## src/fpb_pkg.sv

```systemverilog
// Constants, register map and timing figures for the PWM1 source binding block.
package fpb_pkg;

    // Clock and time base.
    localparam int unsigned CLK_HZ          = 10_000_000;
    localparam int unsigned CLK_PER_MS      = CLK_HZ / 1000;
    localparam int unsigned CLK_PER_US      = CLK_HZ / 1_000_000;
    localparam int unsigned RAMP_STEP_US    = 1000;
    localparam int unsigned RAMP_STEP_CYC   = RAMP_STEP_US * CLK_PER_US;
    localparam int unsigned PWM_SLOT_US     = 100;
    localparam int unsigned PWM_SLOT_CYC    = PWM_SLOT_US * CLK_PER_US;
    localparam int unsigned PWM_STEPS       = 15;

    // Register indices; the byte address is four times the index.
    localparam logic [7:0]  IDX_INTERVAL    = 8'hC7;
    localparam logic [7:0]  IDX_BINDING     = 8'hC8;
    localparam logic [7:0]  IDX_OVERRIDE    = 8'hC9;
    localparam logic [7:0]  IDX_IRQ_STATUS  = 8'hE0;
    localparam logic [7:0]  IDX_IRQ_MASK    = 8'hE1;
    localparam logic [11:0] ADDR_INTERVAL   = {2'b00, IDX_INTERVAL, 2'b00};
    localparam logic [11:0] ADDR_BINDING    = {2'b00, IDX_BINDING, 2'b00};
    localparam logic [11:0] ADDR_OVERRIDE   = {2'b00, IDX_OVERRIDE, 2'b00};
    localparam logic [11:0] ADDR_IRQ_STATUS = {2'b00, IDX_IRQ_STATUS, 2'b00};
    localparam logic [11:0] ADDR_IRQ_MASK   = {2'b00, IDX_IRQ_MASK, 2'b00};

    // Reset values.
    localparam logic [7:0]  RST_INTERVAL    = 8'h11;
    localparam logic [7:0]  RST_BINDING     = 8'h0F;
    localparam logic [7:0]  RST_OVERRIDE    = 8'h00;
    localparam logic [2:0]  RST_IRQ         = 3'h0;

    // Field positions of the interval register.
    localparam int unsigned CPU1_INTERVAL_LSB = 0;
    localparam int unsigned CPU2_INTERVAL_LSB = 4;

    // Field positions of the binding register.
    localparam int unsigned BIND_ZONE_ONE          = 0;
    localparam int unsigned BIND_CPU1_THROTTLE     = 4;
    localparam int unsigned BIND_CPU2_THROTTLE     = 5;
    localparam int unsigned BIND_REGULATOR_HOT_ONE = 6;

    // Field positions of the override register.
    localparam int unsigned MANUAL_DUTY_ENABLE   = 0;
    localparam int unsigned PWM_POLARITY_INVERT  = 1;
    localparam int unsigned THROTTLE_LOCK_ENABLE = 2;
    localparam int unsigned LOCK_FLAG_BIT        = 3;
    localparam int unsigned MANUAL_DUTY_LSB      = 4;

    // Interrupt status bits.
    localparam int unsigned IRQ_CPU1_WINDOW = 0;
    localparam int unsigned IRQ_CPU2_WINDOW = 1;
    localparam int unsigned IRQ_LOCK        = 2;

    // Monitoring windows in milliseconds for codes 0 to 9; higher codes are reserved.
    localparam int unsigned NUM_WINDOW_CODES = 10;
    localparam int unsigned WINDOW_MS [0:9] = '{730, 1460, 2900, 5800, 11700,
                                                23300, 46600, 93200, 186000, 372000};

    // Zone lookup: duty rises one step per four degrees above the base.
    localparam logic [7:0]  ZONE_BASE_TEMP  = 8'h28;
    localparam int unsigned ZONE_STEP_SHIFT = 2;
    localparam logic [3:0]  DUTY_FULL       = 4'hF;

endpackage : fpb_pkg

```

## src/fpb_pwm1_binding.sv

```systemverilog
// PWM1 source binding, throttle monitoring windows, override and lock, with APB registers.
//
// Our own choice: the APB slave port.
`timescale 1ns/1ps
`default_nettype none

module fpb_pwm1_binding #(
    parameter int unsigned WINDOW_CLK_PER_MS = fpb_pkg::CLK_PER_MS,
    parameter int unsigned RAMP_STEP_CYCLES  = fpb_pkg::RAMP_STEP_CYC
) (
    input  wire logic        CLK_I,
    input  wire logic        RESET_N_I,
    input  wire logic        PSEL_I,
    input  wire logic        PENABLE_I,
    input  wire logic        PWRITE_I,
    input  wire logic [11:0] PADDR_I,
    input  wire logic [31:0] PWDATA_I,
    output logic      [31:0] PRDATA_O,
    output logic             PREADY_O,
    output logic             PSLVERR_O,
    input  wire logic        CPU1_THROTTLE_N_I,
    input  wire logic        CPU2_THROTTLE_N_I,
    input  wire logic        REGULATOR_HOT_ONE_N_I,
    input  wire logic        REGULATOR_HOT_TWO_N_I,
    input  wire logic [7:0]  ZONE1_TEMP_I,
    input  wire logic [7:0]  ZONE2_TEMP_I,
    input  wire logic [7:0]  ZONE3_TEMP_I,
    input  wire logic [7:0]  ZONE4_TEMP_I,
    output logic      [1:0]  BOUND_THROTTLE_EVENT_STATUS_O,
    output logic             PWM1_O,
    output logic             IRQ_O
);

    ////////////////////////////////////////////////////////////////////////////////
    // Functions.

    // Lookup from zone temperature to a 16-step duty code.
    function automatic logic [3:0] zone_lookup(input logic [7:0] temp);
        logic [7:0] above;
        above = 8'h00;
        if (temp < fpb_pkg::ZONE_BASE_TEMP) begin
            return 4'h0;
        end
        above = (temp - fpb_pkg::ZONE_BASE_TEMP) >> fpb_pkg::ZONE_STEP_SHIFT;
        if (above > 8'(fpb_pkg::DUTY_FULL)) begin
            return fpb_pkg::DUTY_FULL;
        end
        return above[3:0];
    endfunction

    function automatic logic [3:0] max_duty(input logic [3:0] a, input logic [3:0] b);
        return (a > b) ? a : b;
    endfunction

    // Last cycle count of a window; zero marks a reserved code.
    function automatic logic [31:0] window_last(input logic [3:0] code);
        longint unsigned cycles;
        cycles = 0;
        if (32'(code) >= fpb_pkg::NUM_WINDOW_CODES) begin
            return 32'h0000_0000;
        end
        cycles = longint'(fpb_pkg::WINDOW_MS[code]) * longint'(WINDOW_CLK_PER_MS);
        return 32'(cycles - 1);
    endfunction

    ////////////////////////////////////////////////////////////////////////////////
    // Declarations.

    logic [7:0]  interval_reg;
    logic [7:0]  binding_reg;
    logic [7:0]  override_reg;
    logic        lock_flag_reg;
    logic [2:0]  irq_status_reg;
    logic [2:0]  irq_mask_reg;
    logic [31:0] prdata_reg;
    logic [31:0] win_cnt_reg [0:1];
    logic [1:0]  seen_reg;
    logic [1:0]  bound_status_reg;
    logic [1:0]  window_end;
    logic [31:0] ramp_tick_cnt_reg;
    logic        ramp_tick;
    logic [3:0]  ramp_reg [0:3];
    logic [3:0]  ramp_src;
    logic [1:0]  throttle_on;
    logic [3:0]  zone_duty [0:3];
    logic [3:0]  auto_duty;
    logic [3:0]  duty_used;
    logic        lock_event;
    logic [15:0] slot_cnt_reg;
    logic [3:0]  step_cnt_reg;
    logic        pwm_reg;
    logic        addr_hit;
    logic        wr_en;
    logic        rd_setup;
    logic [31:0] rd_data;
    logic [2:0]  irq_set;

    assign throttle_on = {~CPU2_THROTTLE_N_I, ~CPU1_THROTTLE_N_I};
    assign ramp_src    = {~REGULATOR_HOT_TWO_N_I, ~REGULATOR_HOT_ONE_N_I, throttle_on};

    ////////////////////////////////////////////////////////////////////////////////
    // APB slave: no wait states, unmapped addresses answer with an error.

    always_comb begin
        addr_hit = 1'b0;
        rd_data  = 32'h0000_0000;
        if (PADDR_I == fpb_pkg::ADDR_INTERVAL) begin
            addr_hit = 1'b1;
            rd_data  = {24'h00_0000, interval_reg};
        end else if (PADDR_I == fpb_pkg::ADDR_BINDING) begin
            addr_hit = 1'b1;
            rd_data  = {24'h00_0000, binding_reg};
        end else if (PADDR_I == fpb_pkg::ADDR_OVERRIDE) begin
            addr_hit = 1'b1;
            rd_data  = {24'h00_0000, duty_used, lock_flag_reg, override_reg[2:0]};
        end else if (PADDR_I == fpb_pkg::ADDR_IRQ_STATUS) begin
            addr_hit = 1'b1;
            rd_data  = {29'h0000_0000, irq_status_reg};
        end else if (PADDR_I == fpb_pkg::ADDR_IRQ_MASK) begin
            addr_hit = 1'b1;
            rd_data  = {29'h0000_0000, irq_mask_reg};
        end
    end

    // Ready is tied high, so every access phase lasts one cycle and a write lands
    // at the edge that ends it.
    assign wr_en     = PSEL_I & PENABLE_I & PWRITE_I & addr_hit;
    assign rd_setup  = PSEL_I & ~PENABLE_I & ~PWRITE_I;
    assign PREADY_O  = 1'b1;
    assign PSLVERR_O = PSEL_I & PENABLE_I & ~addr_hit;
    assign PRDATA_O  = prdata_reg;

    // Read data is captured in the setup cycle so it comes from a flip-flop.
    always_ff @(posedge CLK_I or negedge RESET_N_I) begin
        if (!RESET_N_I) begin
            prdata_reg <= 32'h0000_0000;
        end else if (rd_setup) begin
            prdata_reg <= rd_data;
        end
    end

    ////////////////////////////////////////////////////////////////////////////////
    // Configuration registers.

    always_ff @(posedge CLK_I or negedge RESET_N_I) begin
        if (!RESET_N_I) begin
            interval_reg <= fpb_pkg::RST_INTERVAL;
            binding_reg  <= fpb_pkg::RST_BINDING;
            override_reg <= fpb_pkg::RST_OVERRIDE;
            irq_mask_reg <= fpb_pkg::RST_IRQ;
        end else if (wr_en) begin
            if (PADDR_I == fpb_pkg::ADDR_INTERVAL) begin
                interval_reg <= PWDATA_I[7:0];
            end else if (PADDR_I == fpb_pkg::ADDR_BINDING) begin
                binding_reg <= PWDATA_I[7:0];
            end else if (PADDR_I == fpb_pkg::ADDR_OVERRIDE) begin
                override_reg <= PWDATA_I[7:0];
            end else if (PADDR_I == fpb_pkg::ADDR_IRQ_MASK) begin
                irq_mask_reg <= PWDATA_I[2:0];
            end
        end
    end

    ////////////////////////////////////////////////////////////////////////////////
    // Throttle monitoring windows, one per processor input.

    // Changing a code in mid-window may end the running window at once with a
    // partial result, which is why codes should only change while the system sleeps.
    for (genvar c = 0; c < 2; c++) begin : g_window
        logic [31:0] last;
        assign last = window_last(interval_reg[4*c +: 4]);
        assign window_end[c] = (last != 32'h0000_0000) && (win_cnt_reg[c] >= last);

        // A reserved code parks the window counter and reports nothing.
        always_ff @(posedge CLK_I or negedge RESET_N_I) begin
            if (!RESET_N_I) begin
                win_cnt_reg[c]      <= 32'h0000_0000;
                seen_reg[c]         <= 1'b0;
                bound_status_reg[c] <= 1'b0;
            end else if (last == 32'h0000_0000) begin
                win_cnt_reg[c] <= 32'h0000_0000;
                seen_reg[c]    <= 1'b0;
            end else if (window_end[c]) begin
                win_cnt_reg[c]      <= 32'h0000_0000;
                seen_reg[c]         <= 1'b0;
                bound_status_reg[c] <= seen_reg[c] | throttle_on[c];
            end else begin
                win_cnt_reg[c] <= win_cnt_reg[c] + 32'h0000_0001;
                seen_reg[c]    <= seen_reg[c] | throttle_on[c];
            end
        end
    end

    assign BOUND_THROTTLE_EVENT_STATUS_O = bound_status_reg;

    ////////////////////////////////////////////////////////////////////////////////
    // Ramp sources: throttle and regulator hot inputs.

    assign ramp_tick = (ramp_tick_cnt_reg == 32'(RAMP_STEP_CYCLES - 1));

    always_ff @(posedge CLK_I or negedge RESET_N_I) begin
        if (!RESET_N_I) begin
            ramp_tick_cnt_reg <= 32'h0000_0000;
        end else if (ramp_tick) begin
            ramp_tick_cnt_reg <= 32'h0000_0000;
        end else begin
            ramp_tick_cnt_reg <= ramp_tick_cnt_reg + 32'h0000_0001;
        end
    end

    // A bound, asserted input ramps up; otherwise its request ramps down.
    for (genvar r = 0; r < 4; r++) begin : g_ramp
        logic up;
        assign up = ramp_src[r] & binding_reg[fpb_pkg::BIND_CPU1_THROTTLE + r];
        always_ff @(posedge CLK_I or negedge RESET_N_I) begin
            if (!RESET_N_I) begin
                ramp_reg[r] <= 4'h0;
            end else if (ramp_tick) begin
                if (up && ramp_reg[r] != fpb_pkg::DUTY_FULL) begin
                    ramp_reg[r] <= ramp_reg[r] + 4'h1;
                end else if (!up && ramp_reg[r] != 4'h0) begin
                    ramp_reg[r] <= ramp_reg[r] - 4'h1;
                end
            end
        end
    end

    ////////////////////////////////////////////////////////////////////////////////
    // Duty selection.

    always_comb begin
        zone_duty[0] = zone_lookup(ZONE1_TEMP_I);
        zone_duty[1] = zone_lookup(ZONE2_TEMP_I);
        zone_duty[2] = zone_lookup(ZONE3_TEMP_I);
        zone_duty[3] = zone_lookup(ZONE4_TEMP_I);
    end

    // An unbound ramp still counts while it decays, so unbinding a source lowers
    // the duty gradually rather than at once.
    always_comb begin
        auto_duty = 4'h0;
        for (int z = 0; z < 4; z++) begin
            if (binding_reg[fpb_pkg::BIND_ZONE_ONE + z]) begin
                auto_duty = max_duty(auto_duty, zone_duty[z]);
            end
            auto_duty = max_duty(auto_duty, ramp_reg[z]);
        end
    end

    // Manual duty is one more request; a larger automatic request still wins.
    always_comb begin
        duty_used = auto_duty;
        if (override_reg[fpb_pkg::MANUAL_DUTY_ENABLE]) begin
            duty_used = max_duty(auto_duty, override_reg[7:fpb_pkg::MANUAL_DUTY_LSB]);
        end
        if (lock_flag_reg) begin
            duty_used = fpb_pkg::DUTY_FULL;
        end
    end

    ////////////////////////////////////////////////////////////////////////////////
    // Full speed lock.

    assign lock_event = override_reg[fpb_pkg::THROTTLE_LOCK_ENABLE]
                      & |(throttle_on & binding_reg[fpb_pkg::BIND_CPU2_THROTTLE:
                                                    fpb_pkg::BIND_CPU1_THROTTLE]);

    // Software may only clear the flag; a new event in the same cycle wins.
    always_ff @(posedge CLK_I or negedge RESET_N_I) begin
        if (!RESET_N_I) begin
            lock_flag_reg <= 1'b0;
        end else if (lock_event) begin
            lock_flag_reg <= 1'b1;
        end else if (wr_en && PADDR_I == fpb_pkg::ADDR_OVERRIDE
                     && !PWDATA_I[fpb_pkg::LOCK_FLAG_BIT]) begin
            lock_flag_reg <= 1'b0;
        end
    end

    ////////////////////////////////////////////////////////////////////////////////
    // Interrupts: sticky status, write one to clear, set wins over clear.

    assign irq_set[fpb_pkg::IRQ_CPU1_WINDOW] = window_end[0] & (seen_reg[0] | throttle_on[0]);
    assign irq_set[fpb_pkg::IRQ_CPU2_WINDOW] = window_end[1] & (seen_reg[1] | throttle_on[1]);
    assign irq_set[fpb_pkg::IRQ_LOCK]        = lock_event & ~lock_flag_reg;

    always_ff @(posedge CLK_I or negedge RESET_N_I) begin
        if (!RESET_N_I) begin
            irq_status_reg <= fpb_pkg::RST_IRQ;
        end else if (wr_en && PADDR_I == fpb_pkg::ADDR_IRQ_STATUS) begin
            irq_status_reg <= (irq_status_reg & ~PWDATA_I[2:0]) | irq_set;
        end else begin
            irq_status_reg <= irq_status_reg | irq_set;
        end
    end

    assign IRQ_O = |(irq_status_reg & irq_mask_reg);

    ////////////////////////////////////////////////////////////////////////////////
    // PWM1 waveform: fifteen slots per period, code 15 is continuously on.

    always_ff @(posedge CLK_I or negedge RESET_N_I) begin
        if (!RESET_N_I) begin
            slot_cnt_reg <= 16'h0000;
            step_cnt_reg <= 4'h0;
        end else if (slot_cnt_reg == 16'(fpb_pkg::PWM_SLOT_CYC - 1)) begin
            slot_cnt_reg <= 16'h0000;
            if (step_cnt_reg == 4'(fpb_pkg::PWM_STEPS - 1)) begin
                step_cnt_reg <= 4'h0;
            end else begin
                step_cnt_reg <= step_cnt_reg + 4'h1;
            end
        end else begin
            slot_cnt_reg <= slot_cnt_reg + 16'h0001;
        end
    end

    always_ff @(posedge CLK_I or negedge RESET_N_I) begin
        if (!RESET_N_I) begin
            pwm_reg <= 1'b0;
        end else begin
            pwm_reg <= (step_cnt_reg < duty_used) ^ override_reg[fpb_pkg::PWM_POLARITY_INVERT];
        end
    end

    assign PWM1_O = pwm_reg;

endmodule // fpb_pwm1_binding

`default_nettype wire

```

## config.mk

```make
export PLATFORM = sky130hd
export DESIGN_NAME = fpb_pwm1_binding
export DESIGN_NICKNAME = d
export VERILOG_FILES = /design/src/fpb_pkg.sv /design/src/fpb_pwm1_binding.sv
export SDC_FILE = /design/constraint.sdc
export NUM_CORES = 1
export LEC_CHECK = 0
export BUFFER_PORTS_ARGS = -buffer_cell sky130_fd_sc_hd__buf_4
export CAP_MARGIN = 20
export CELL_PAD_IN_SITES_DETAIL_PLACEMENT = 0
export CELL_PAD_IN_SITES_GLOBAL_PLACEMENT = 1
export CORE_MARGIN = 5
export CORE_UTILIZATION = 44
export DETAILED_ROUTE_END_ITERATION = 8
export GPL_TIMING_DRIVEN = 0
export PLACE_DENSITY_LB_ADDON = 0.3
export SLEW_MARGIN = 20
export SYNTH_ARGS = -nofsm -noshare
export SYNTH_HDL_FRONTEND = slang
export SYNTH_SLANG_ARGS = --single-unit
```

## constraint.sdc

```tcl
create_clock -name CLK_I -period 13.25 [get_ports CLK_I]
set_input_delay 1.9875 -clock CLK_I [delete_from_list [all_inputs] [get_ports CLK_I]]
set_output_delay 1.9875 -clock CLK_I [all_outputs]
set_load 0.03 [all_outputs]
```

==> impl_metrics.toml <==
[run_status]
status = "complete, but fails checks"
violations = "setup timing"

[cts]
numCtsBuffers = 17
cts_buffer_depth = 2
clk_latency_ps = 470
cts_tree = "built"
ctsRootBufferMaster = "clkbuf_16"
cts_sinks = 175
h-tree-depth = 4
path_clk_slew_ps = 90

[critical_path]
path_class = "in -> reg"
crit_top_cell = "ha_4"
cp_num_buf_inv = 5
cp-start-kind = "input port"
cpMaxStageDelayCell = "mux2_4"
cpLargestDelayFamily = "compound AO/OA/AOI/OAI gates"
required_ps = 13660
slowest_delay_ps = 340
crit_path_end_kind = "register"
path_max_fanout = 7
cp.arrival_ps = 14090

[global_routing]
grt_pass1_vias = 15300
grt_max_degree = 92
antenna_found_initial = 0
grt.overflow.total = 0
grt_usage = 0.188
grt_pass1_wl_mm = 74.7

[pwr]
power_density_nw_per_um2 = 53.7
power_leakage_nw = 10.9
peakVddDrop_v = 0.0000733

[yosys]
yosys_warnings = 0
syn-instance-count = 2157
syn_area_per_cell_um2 = 8.79
synthArstFlopShare = 1.00
synthesis.area_um2 = 19000
ys_ff_latch = 175
ys_types = 84
synth_seq_area_share = 0.231
synth_ff_type = "dfrtp_1"
synth-edff-count = 0

[sta]
finalSetupViolCount = 1
hold_viol = 0
fin_skew_ps = 17.2
rsz0062_at_grt = "true"
finalCriticalPeriod_ps = 13690
period_share = 1.03
fmax_mhz = 73.1
final.setup.tns_ps = -438
drv_slew = 0
tightest_slew_ps = 1060
slew_headroom = 0.288
finalWorstSetupSlack_ps = -438

[placed_design]
dp_hpwl_mm = 35.8
dp_cells = 2831
io_buffers = 63
dpl_cell_area_um2 = 20500
place.gp.congestion = 0.843

[drt]
drc = 0
via_per_inst = 5.35
antenna_left = 0
vias = 15500
wl_mm = 45.0
post_drt_wl_per_cell_um = 15.5
dr.pass1.iters = 5
first_iter_violations = 951

[cells_and_area]
final_cells = 2899
area_growth_pct = 15.3
final_common_cell = "ha_1"
nNetsFinal = 2734
regArea_um2 = 4390
stdcell_area_um2 = 21900
mostFrequentLayoutCells = "ha_1, nor2_1, nand2_1"
largest_reg_flops = 64
antenna_cells = 0
multi_input_area_um2 = 14300
final.fill_count = 4046
drive_above_1_share = 0.141

[floorplan]
core-area_um2 = 42900
die_width_um = 218
ios = 123
dieArea_um2 = 47300
start_util = 0.442
rows = 76
die_h_um = 218

[hold_path]
min_path_type = "reg -> reg"

[run]
max-cap-violations = 0
==> report_power, final <==
group	leakage [nW]	switching [mW]	internal [mW]
Sequential	2.32	0.00335	0.537
Clock	0.300	0.273	0.261
Combinational	8.24	0.0590	0.0417
Total	10.9	0.335	0.839
==> timing repair <==
item / CTS / global route
hold buffers: 0 / 0
pin swaps: 43 / 27
setup endpoints to repair: 5 / 5
buffers inserted: 23 / 12
gates cloned: 0 / 0
gates resized for setup: 30 / 59
==> layer usage <==
metal,wire length (µm),vias up,part of all wire,global-route usage
met2,21700,151,0.48,0.319
met5,0,-,0,0
li1,-,7826,-,-
met1,21700,7503,0.48,0.257
met3,1030,40,0.023,0.0255
met4,581,0,0.013,0.0426
==> cells in the mapped netlist (7+ instances only) <==
cell type / instances / area, µm²
ha_1: 270 / 3380
nor2_1: 218 / 818
nand2_1: 176 / 661
dfrtp_1: 169 / 4230
inv_1: 168 / 631
xnor2_1: 130 / 1140
a21oi_1: 92 / 460
o21ai_0: 84 / 420
fa_1: 78 / 1560
nand3_1: 69 / 345
xor2_1: 67 / 587
a21o_1: 47 / 353
mux2_2: 45 / 507
nor3_1: 42 / 210
nand4_1: 41 / 257
clkbuf_1: 38 / 143
nand2b_1: 35 / 219
nor2b_1: 34 / 213
and3_1: 28 / 175
buf_4: 25 / 188
nor4_1: 22 / 138
o21a_1: 19 / 143
or3_1: 18 / 113
a211oi_1: 16 / 120
and2_1: 14 / 87.6
a211o_1: 10 / 87.6
a221oi_1: 10 / 87.6
a31oi_1: 10 / 62.6
and4_1: 10 / 87.6
nand3b_1: 9 / 67.6
o211ai_1: 9 / 67.6
o21bai_1: 8 / 60.1
nand4b_1: 7 / 61.3
or2_2: 7 / 43.8
==> worst paths after layout <==
check / depth (start not counted) / to / from / slack (ps)
worst max-delay path: 70 / PWM1_O / ZONE1_TEMP_I[3] / -440
worst min-delay path: 1 / slot_cnt_reg[15] / slot_cnt_reg[15] / 480
worst max register to register: 66 / PWM1_O / binding_reg[0] / 1010
worst min register to register: 1 / slot_cnt_reg[15] / slot_cnt_reg[15] / 480
max in group asynchronous: 3 / binding_reg[1] / RESET_N_I / 10860
min in group asynchronous: 1 / win_cnt_reg[60] / RESET_N_I / 1300
==> area by class of cell <==
type | instances | area share
inverter | 169 | 0.0292
buffer | 67 | 0.0169
tap | 585 | 0.0335
timing repair buffer | 102 | 0.0381
clock buffer | 17 | 0.0195
clock inverter | 15 | 0.00938
sequential | 175 | 0.201
multi-input combinational | 1769 | 0.653
==> stage by stage <==
step / util / setup slack [ps] / hold WS, ps / power [mW]
4_1_cts: 0.502 / -448 / 477 / 1.18
2_1_floorplan: - / -552 / 439 / 0.599
5_1_grt: 0.510 / -923 / 497 / 1.22
3_5_place_dp: 0.479 / -1950 / 458 / 0.644
6_report: 0.510 / -438 / 476 / 1.17
3_3_place_gp: 0.477 / -1700 / 457 / 0.640
==> kinds of logic after synthesis <==
logic type | count (synthesis) | synth area share
multiplexers | 50 | 0.0294
AND/OR/NAND/NOR | 753 | 0.195
adder cells (fa/ha/maj) | 348 | 0.261
XOR/XNOR | 197 | 0.0910
AO/OA/AOI/OAI | 396 | 0.140
other | 2 | 0.000396
buffers and inverters | 236 | 0.0522
flip-flops | 175 | 0.231
Power figures use the tool's default switching activity.
